--- src/core/tagfe_pkg.sv ---
// Package: constants, register map and types of the tag serial front end
package tagfe_pkg;

  ////////////////////////////////////////////////////////////////////////////
  // Timing
  localparam int unsigned CLK_PERIOD_NS   = 8;
  localparam int unsigned WRITE_CYCLE_NS  = 5_000_000;
  localparam int unsigned WRITE_CYCLE_CYC = WRITE_CYCLE_NS / CLK_PERIOD_NS;
  localparam int unsigned WCNT_W          = 20;

  ////////////////////////////////////////////////////////////////////////////
  // Register offsets (byte addresses)
  localparam logic [7:0] REG_CTRL   = 8'h00;
  localparam logic [7:0] REG_TXDATA = 8'h04;
  localparam logic [7:0] REG_STATUS = 8'h08;
  localparam logic [7:0] REG_ADDR   = 8'h0C;
  localparam logic [7:0] REG_RXDATA = 8'h10;

  // Control fields and reset values
  localparam int unsigned CTRL_MODE_BIT = 0;
  localparam int unsigned CTRL_HARV_BIT = 1;
  localparam logic        CTRL_MODE_RST = 1'h0;
  localparam logic        CTRL_HARV_RST = 1'h0;
  localparam logic [7:0]  TXDATA_RST    = 8'h00;

  // Status fields
  localparam int unsigned STAT_STANDBY_BIT = 0;
  localparam int unsigned STAT_WBUSY_BIT   = 1;
  localparam int unsigned STAT_SEL_BIT     = 2;
  localparam int unsigned STAT_AREA_BIT    = 3;
  localparam int unsigned STAT_POR_BIT     = 4;

  // Device select byte layout
  localparam int unsigned DSEL_TYPE_MSB = 7;
  localparam int unsigned DSEL_TYPE_LSB = 4;
  localparam int unsigned DSEL_AREA_BIT = 3;
  localparam int unsigned DSEL_RW_BIT   = 0;
  localparam logic [1:0]  DSEL_FIXED    = 2'h3;
  localparam logic [3:0]  BITS_PER_BYTE = 4'h8;

  ////////////////////////////////////////////////////////////////////////////
  // Types
  typedef struct packed {
    logic        read;
    logic        write;
    logic [7:0]  address;
    logic [3:0]  byteenable;
    logic [31:0] writedata;
  } tagfe_avs_req_t;

  typedef struct packed {
    logic        waitrequest;
    logic [31:0] readdata;
  } tagfe_avs_rsp_t;

  typedef enum logic [2:0] {
    ST_STANDBY,
    ST_DEVSEL,
    ST_ADDR_HI,
    ST_ADDR_LO,
    ST_WDATA,
    ST_RDATA,
    ST_IGNORE
  } tagfe_fsm_t;

  typedef struct packed {
    tagfe_fsm_t          fsm;
    logic                scl_q;
    logic                sda_q;
    logic                por_q;
    logic [3:0]          cnt;
    logic                in_ack;
    logic [7:0]          shift;
    logic [7:0]          tx;
    logic [15:0]         addr;
    logic                area;
    logic                rd_acked;
    logic                wrote;
    logic                wbusy;
    logic [WCNT_W-1:0]   wcnt;
    logic [7:0]          rxdata;
    logic                ctrl_mode;
    logic                ctrl_harv;
    logic [7:0]          txdata;
    logic                sda_o;
    logic                sda_oe;
    logic                rf_o;
    logic                rf_oe;
    logic                harvest_on;
    logic                avs_wait;
    logic [31:0]         avs_rdata;
  } tagfe_state_t;

endpackage : tagfe_pkg

--- src/core/tagfe_i2c_front_end.sv ---
// Serial-bus slave front end with status and harvest outputs of the tag
`timescale 1ns/1ps
// Contract
// - Bits sampled and launched on master clock
// - Data line is open drain only
// - Select byte: type, area, ones, direction
// - Bytes travel most significant bit first
// - Address high byte then low byte
// - Ignore bus until power good, then reset
// - Stop answering when power drops
// - Stop gives standby unless write running
// - Status pin shows write or command activity
// - Status pin driven only with supply power
// - Harvest output only when enabled and field
// - Acknowledge in ninth bit after bytes
// - Write mode: low during RF write
// - Command mode: low during RF command
module tagfe_i2c_front_end #(
  parameter logic [3:0]  DEV_TYPE     = 4'h5,  // Arbitrary value
  parameter int unsigned WRITE_CYCLES = tagfe_pkg::WRITE_CYCLE_CYC
) (
  input  wire logic                     i_clk,
  input  wire logic                     i_rst_n,
  input  wire tagfe_pkg::tagfe_avs_req_t i_avs,
  output tagfe_pkg::tagfe_avs_rsp_t     o_avs,
  input  wire logic                     i_scl,
  input  wire logic                     i_sda_i,
  output logic                          o_sda_o,
  output logic                          o_sda_oe,
  input  wire logic                     i_vcc_por_ok,
  input  wire logic                     i_rf_write_busy,
  input  wire logic                     i_rf_cmd_busy,
  input  wire logic                     i_rf_field_ok,
  output logic                          o_rf_activity_out_o,
  output logic                          o_rf_activity_out_oe,
  output logic                          o_harvest_on
);
  import tagfe_pkg::*;

  ////////////////////////////////////////////////////////////////////////////
  // Input synchronisers
  logic [5:0] sync_q;
  logic       scl_s;
  logic       sda_s;
  logic       por_s;
  logic       rfw_s;
  logic       rfc_s;
  logic       field_s;

  tagfe_sync #(
    .W (6)
  ) u_sync (
    .i_clk   (i_clk),
    .i_rst_n (i_rst_n),
    .i_d     ({i_scl, i_sda_i, i_vcc_por_ok, i_rf_write_busy, i_rf_cmd_busy, i_rf_field_ok}),
    .o_q     (sync_q)
  );

  assign {scl_s, sda_s, por_s, rfw_s, rfc_s, field_s} = sync_q;

  ////////////////////////////////////////////////////////////////////////////
  // State and decoded events
  tagfe_state_t r;
  tagfe_state_t n;
  logic         scl_rise;
  logic         scl_fall;
  logic         start_ev;
  logic         stop_ev;
  logic         byte_done;
  logic         sel_ok;
  logic         bus_live;
  logic         standby;
  logic [31:0]  rd_mux;

  assign scl_rise  = scl_s & ~r.scl_q;
  assign scl_fall  = ~scl_s & r.scl_q;
  assign start_ev  = scl_s & r.scl_q & r.sda_q & ~sda_s;
  assign stop_ev   = scl_s & r.scl_q & ~r.sda_q & sda_s;
  assign byte_done = scl_fall & ~r.in_ack & (r.cnt == BITS_PER_BYTE);
  assign sel_ok    = (r.shift[DSEL_TYPE_MSB:DSEL_TYPE_LSB] == DEV_TYPE)
                   & (r.shift[2:1] == DSEL_FIXED) & ~r.wbusy;
  assign bus_live  = por_s & r.por_q;
  assign standby   = (r.fsm == ST_STANDBY) & ~r.wbusy;

  ////////////////////////////////////////////////////////////////////////////
  // Register read mux
  always_comb begin
    rd_mux = 32'h0000_0000;
    case (i_avs.address)
      REG_CTRL: begin
        rd_mux[CTRL_MODE_BIT] = r.ctrl_mode;
        rd_mux[CTRL_HARV_BIT] = r.ctrl_harv;
      end
      REG_TXDATA: rd_mux[7:0] = r.txdata;
      REG_STATUS: begin
        rd_mux[STAT_STANDBY_BIT] = standby;
        rd_mux[STAT_WBUSY_BIT]   = r.wbusy;
        rd_mux[STAT_SEL_BIT]     = (r.fsm != ST_STANDBY) && (r.fsm != ST_IGNORE);
        rd_mux[STAT_AREA_BIT]    = r.area;
        rd_mux[STAT_POR_BIT]     = r.por_q;
      end
      REG_ADDR:   rd_mux[15:0] = r.addr;
      REG_RXDATA: rd_mux[7:0]  = r.rxdata;
      default:    rd_mux = 32'h0000_0000;
    endcase
  end

  ////////////////////////////////////////////////////////////////////////////
  // Next state
  always_comb begin
    n       = r;
    n.scl_q = scl_s;
    n.sda_q = sda_s;
    n.por_q = por_s;
    n.sda_o = 1'b0;
    n.rf_o  = 1'b0;
    // Bus slave: one wait cycle, write lands when waitrequest is low
    n.avs_wait = 1'b1;
    if ((i_avs.read || i_avs.write) && r.avs_wait) begin
      n.avs_wait  = 1'b0;
      n.avs_rdata = i_avs.read ? rd_mux : 32'h0000_0000;
    end
    if (i_avs.write && !r.avs_wait && i_avs.byteenable[0]) begin
      case (i_avs.address)
        REG_CTRL: begin
          n.ctrl_mode = i_avs.writedata[CTRL_MODE_BIT];
          n.ctrl_harv = i_avs.writedata[CTRL_HARV_BIT];
        end
        REG_TXDATA: n.txdata = i_avs.writedata[7:0];
        default: n.txdata = r.txdata;
      endcase
    end
    // Internal write cycle timer
    if (r.wbusy) begin
      if (r.wcnt == '0) begin
        n.wbusy = 1'b0;
      end else begin
        n.wcnt = r.wcnt - 1'b1;
      end
    end
    // Status and harvest outputs
    n.rf_oe      = por_s & (r.ctrl_mode ? rfc_s : rfw_s);
    n.harvest_on = r.ctrl_harv & field_s;
    // Serial protocol engine
    if (!bus_live) begin
      n.fsm    = ST_STANDBY;
      n.sda_oe = 1'b0;
      n.cnt    = 4'h0;
      n.in_ack = 1'b0;
      n.wrote  = 1'b0;
      n.wbusy  = 1'b0;
    end else if (start_ev) begin
      n.fsm    = ST_DEVSEL;
      n.sda_oe = 1'b0;
      n.cnt    = 4'h0;
      n.in_ack = 1'b0;
    end else if (stop_ev) begin
      n.fsm    = ST_STANDBY;
      n.sda_oe = 1'b0;
      n.in_ack = 1'b0;
      n.wrote  = 1'b0;
      if (r.wrote) begin
        n.wbusy = 1'b1;
        n.wcnt  = WCNT_W'(WRITE_CYCLES - 1);
      end
    end else if (scl_rise) begin
      if (!r.in_ack && r.cnt < BITS_PER_BYTE && r.fsm != ST_STANDBY && r.fsm != ST_IGNORE) begin
        n.shift = {r.shift[6:0], sda_s};
        n.cnt   = r.cnt + 4'h1;
      end else if (r.in_ack && r.fsm == ST_RDATA && !r.sda_oe) begin
        n.rd_acked = ~sda_s;
      end
    end else if (scl_fall) begin
      if (byte_done) begin
        n.in_ack = 1'b1;
        case (r.fsm)
          ST_DEVSEL: begin
            if (sel_ok) begin
              n.sda_oe   = 1'b1;
              n.area     = r.shift[DSEL_AREA_BIT];
              n.rd_acked = 1'b1;
              n.fsm      = r.shift[DSEL_RW_BIT] ? ST_RDATA : ST_ADDR_HI;
            end else begin
              n.fsm = ST_IGNORE;
            end
          end
          ST_ADDR_HI: begin
            n.addr[15:8] = r.shift;
            n.sda_oe     = 1'b1;
            n.fsm        = ST_ADDR_LO;
          end
          ST_ADDR_LO: begin
            n.addr[7:0] = r.shift;
            n.sda_oe    = 1'b1;
            n.fsm       = ST_WDATA;
          end
          ST_WDATA: begin
            n.rxdata = r.shift;
            n.wrote  = 1'b1;
            n.addr   = r.addr + 16'h0001;
            n.sda_oe = 1'b1;
          end
          ST_RDATA: begin
            n.sda_oe = 1'b0;
            n.addr   = r.addr + 16'h0001;
          end
          default: n.fsm = ST_IGNORE;
        endcase
      end else if (r.in_ack) begin
        n.in_ack = 1'b0;
        n.cnt    = 4'h0;
        n.sda_oe = 1'b0;
        if (r.fsm == ST_RDATA) begin
          if (r.rd_acked) begin
            n.tx     = r.txdata;
            n.sda_oe = ~r.txdata[7];
          end else begin
            n.fsm = ST_IGNORE;
          end
        end
      end else if (r.fsm == ST_RDATA && r.cnt != 4'h0) begin
        n.tx     = {r.tx[6:0], 1'b0};
        n.sda_oe = ~r.tx[6];
      end
    end
  end

  ////////////////////////////////////////////////////////////////////////////
  // State register
  always_ff @(posedge i_clk or negedge i_rst_n) begin
    if (!i_rst_n) begin
      r           <= '0;
      r.fsm       <= ST_STANDBY;
      r.avs_wait  <= 1'b1;
      r.ctrl_mode <= CTRL_MODE_RST;
      r.ctrl_harv <= CTRL_HARV_RST;
      r.txdata    <= TXDATA_RST;
    end else begin
      r <= n;
    end
  end

  assign o_avs.waitrequest    = r.avs_wait;
  assign o_avs.readdata       = r.avs_rdata;
  assign o_sda_o              = r.sda_o;
  assign o_sda_oe             = r.sda_oe;
  assign o_rf_activity_out_o  = r.rf_o;
  assign o_rf_activity_out_oe = r.rf_oe;
  assign o_harvest_on         = r.harvest_on;
endmodule : tagfe_i2c_front_end

--- src/core/tagfe_sync.sv ---
// Two-flop synchroniser for a group of asynchronous levels
`timescale 1ns/1ps
module tagfe_sync #(
  parameter int unsigned W = 1
) (
  input  wire logic         i_clk,
  input  wire logic         i_rst_n,
  input  wire logic [W-1:0] i_d,
  output logic      [W-1:0] o_q
);

  logic [W-1:0] meta_reg;

  always_ff @(posedge i_clk or negedge i_rst_n) begin
    if (!i_rst_n) begin
      meta_reg <= '0;
      o_q      <= '0;
    end else begin
      meta_reg <= i_d;
      o_q      <= meta_reg;
    end
  end

endmodule : tagfe_sync

--- config.mk ---
export PLATFORM = sky130hd
export DESIGN_NAME = tagfe_i2c_front_end
export DESIGN_NICKNAME = d
export VERILOG_FILES = /design/src/core/tagfe_pkg.sv /design/src/core/tagfe_i2c_front_end.sv /design/src/core/tagfe_sync.sv
export SDC_FILE = /design/constraint.sdc
export NUM_CORES = 1
export LEC_CHECK = 0
export ABC_AREA = 1
export BUFFER_PORTS_ARGS = -buffer_cell sky130_fd_sc_hd__clkbuf_2
export CORE_MARGIN = 5
export CORE_UTILIZATION = 40
export CTS_CLUSTER_DIAMETER = 120
export DETAILED_ROUTE_END_ITERATION = 10
export GPL_TIMING_DRIVEN = 0
export PLACE_DENSITY = 0.57
export REMOVE_ABC_BUFFERS = 1
export SYNTH_ARGS = -nofsm -noshare
export SYNTH_HDL_FRONTEND = slang
export SYNTH_HIERARCHICAL = 1
export SYNTH_SLANG_ARGS = --single-unit
--- constraint.sdc ---
create_clock -name i_clk -period 3.29 [get_ports i_clk]
set_clock_uncertainty 0.05 [all_clocks]
set_input_delay 0.658 -clock i_clk [delete_from_list [all_inputs] [get_ports i_clk]]
set_output_delay 0.658 -clock i_clk [all_outputs]
set_load 0.03 [all_outputs]
==> impl_metrics.yaml <==
setup_path:
  critical_path_required_ns: 3.59
  cp-start-kind: "input port"
  endpoint_kind: "flop"
  arrival_ns: 2.58
  path_max_fanout: 18
  startpoint: "i_avs[43]"
  crit-reg2reg-launch: "u_sync/o_q[5]"
  path_class: "in -> reg"
placed_design:
  placed_cells: 1092
  gp_congestion: 0.8190
  port-buffer-count: 46
  dpl.hpwl_mm: 11.24
  pre_cts_slack_ns: 0.6546
floorplanning:
  die_width_um: 137.9
  io_pins: 92
  initial_core_util_pct: 41.05
  die_h_um: 137.9
  std_cell_rows: 46
  coreArea_um2: 15940
  dieArea_um2: 19020
logic_synthesis:
  yosys.area_share.xor_xnor_pct: 0.8029
  synth_top_flop_cell: "dfrtp_1"
  synth-seq-area-share_pct: 44.37
  synth_compound_area_share_pct: 9.023
  ys_ff_latch: 116
  synth_cell_types: 42
  synthMuxAreaShare_pct: 1.090
  synth-adder-area-share_pct: 1.338
  synth_area_um2: 6545
  synthCells: 863
  synthSimpleGateAreaFrac_pct: 32.25
  postSynth.asyncResetShare_pct: 100.0
  syn_area_per_cell_um2: 7.584
  synth_edf_count: 0
  ys_warn_count: 6
  synth_top_family_by_area: "simple AND/OR/NAND/NOR gates"
power:
  power_density_nw_per_um2: 479.1
  netSwitchingFraction_pct: 25.04
  power.switching_uw: 881.8
  leakagePower_uw: 0.003833
  seqPwrFrac_pct: 42.2
  p_clk_share_pct: 50.9
  p_int_uw: 2640
  comb_power_share_pct: 6.9
  ir_worst_vdd_v: 0.0003650
global_routing:
  grt_max_degree: 89
  antenna_found_initial: 0
  grt_overflow: 0
  grt_pass1_vias: 5167
  grt_usage_pct: 17.35
  grt_pass1_wl_mm: 25.70
timing:
  setup-violations-final: 0
  drv_slew: 0
  slew_headroom_pct: 21.85
  hold_viol_final: 0
  period_share_pct: 69.26
  max_freq_ghz: 0.4389
  finalWorstSetupSlack_ns: 1.011
  worstMarginPinSlew_ns: 1.164
  rsz0062_at_grt: "no"
  min_period_ns: 2.279
layout:
  drive_gt1_share_pct: 13.77
  seq_area_um2: 2904
  final_cell_count_no_fill: 1124
  multi_input_area_um2: 2980
  final_cell_mix: "249 x nand2_1, 115 x dfrtp_1, 104 x nor2_1"
  fillers: 1606
  largest_reg_flops: 84
  final_common_cell: "nand2_1"
  area_delta_synth_final_pct: 12.31
  largest_register: "r"
  nets: 956
  antenna_cells: 0
detailed_routing:
  route.detailed.drc: 0
  wl_per_cell_um: 13.72
  wl_met3_um: 846
  via_per_inst: 4.841
  drt_first_pass_iters: 6
  detail-route-antenna-nets: 0
  num_vias: 5441
  drt-total-wl_mm: 15.42
  top_signal_layer_used: "met4"
  wl_met2_mm: 6.665
  met1_length_mm: 7.649
  drt-initial-drc-count: 308
cts:
  cts_max_path_buffers: 2
  clock_sinks: 116
  cts_htree_levels: 4
  cts_buffers: 17
  cts_tree: "yes"
  clkTransAtPathRegs_ns: 0.05
  clk_latency_ns: 0.42
  root_buffer: "clkbuf_16"
  hold_buffers: 0
  post_cts_buffers: 0
  cts_resized: 0
run_status:
  status: "completed"
min_path:
  hold_class: "in -> async"
flow_run:
  maxCapViolCount: 0
## synthesized netlist by cell type, types with 3 or more instances
cell type  instances  area (um2)
nand3_2            3       30.03
nand3_4            4       70.07
clkbuf_1           5       18.77
or2_2              4       25.02
nor3_1            14       70.07
buf_2              5       25.02
nand3_1           67       335.3
o21ai_1            9       45.04
nand2_1          249       934.7
nand3b_1           3       22.52
buf_4             36       270.3
o31ai_1            6       45.04
nor2_1           104       390.4
o21ai_0           55       275.3
nor2_2             7       43.79
mux2_4             4       60.06
xor2_1             5       43.79
dfrtp_1          115        2878
inv_2              8       30.03
ha_1               7       87.58
buf_6              5       56.30
a21oi_1           21       105.1
nor2_4             4       45.04
nand4_1            9       56.30
a21boi_1           6       45.04
o21bai_1           4       30.03
inv_1             85       319.1
## worst max-delay path: stages
cell and delay [ns]:
clkbuf_2 0.08, nor2_1 0.17, nand2_1 0.11, nor2_2 0.53, nand2_1 0.47, o211ai_1 0.37
nand2_1 0.11, nand2_1 0.08
## final timing paths
path                                 endpoint  slack [ns]  cells past startpoint
worst min register to register  u_sync/o_q[5]        0.30                      0
worst max register to register          r[67]        1.15                      7
worst min-delay path                 o_sda_oe        0.08                      1
max in group asynchronous           o_avs[32]        2.37                      2
min in group i_clk              u_sync/o_q[5]        0.30                      0
worst max-delay path                 o_avs[6]        1.01                      8
## stage by stage
stage	hold WS (ns)	total power, uW	utilization, %	TNS [ns]	instance area, um2
final	0.07720	3522	46.11	0	7351
after global routing	0.08555	3666	46.11	0	7351
after CTS	0.07198	3565	46.11	0	7351
after detailed placement	0.2847	1755	42.50	0	6775
after global placement	0.2834	1750	42.27	-38.32	6739
after floorplan	0.2812	1651	-	0	6238
## power by group through the flow
stage	clock network (uW)	logic [uW]	registers, uW
after global routing	1900	277	1490
after CTS	1830	247	1480
after global placement	0	241	1510
final	1790	244	1480
after detailed placement	0	246	1510
after floorplan	0	143	1510
## layout make-up
| cell class | count | area share, % |
|---|---|---|
| tap | 216 | 3.677 |
| sequential | 116 | 39.51 |
| clock inverter | 14 | 1.855 |
| clock buffer | 18 | 5.974 |
| inverter | 94 | 4.817 |
| multi-input combinational | 619 | 40.54 |
| timing repair buffer | 47 | 3.626 |
## routing by layer
metal	vias to the layer above	GRT usage, %
met1	2521	24.88
li1	2765	-
met5	-	0
met2	132	25.89
met4	0	5.598
met3	23	4.136
## logic make-up after synthesis
| logic type | Yosys count |
|---|---|
| xor gates and xnor gates | 6 |
| and+or+nand+nor | 476 |
| other | 1 |
| muxes | 5 |
| AOI/OAI and AO/OA | 107 |
| adders and majority gates | 7 |
| DFF | 116 |
| buffers and inverters | 145 |
No activity file was read; power rests on OpenSTA's default activity.
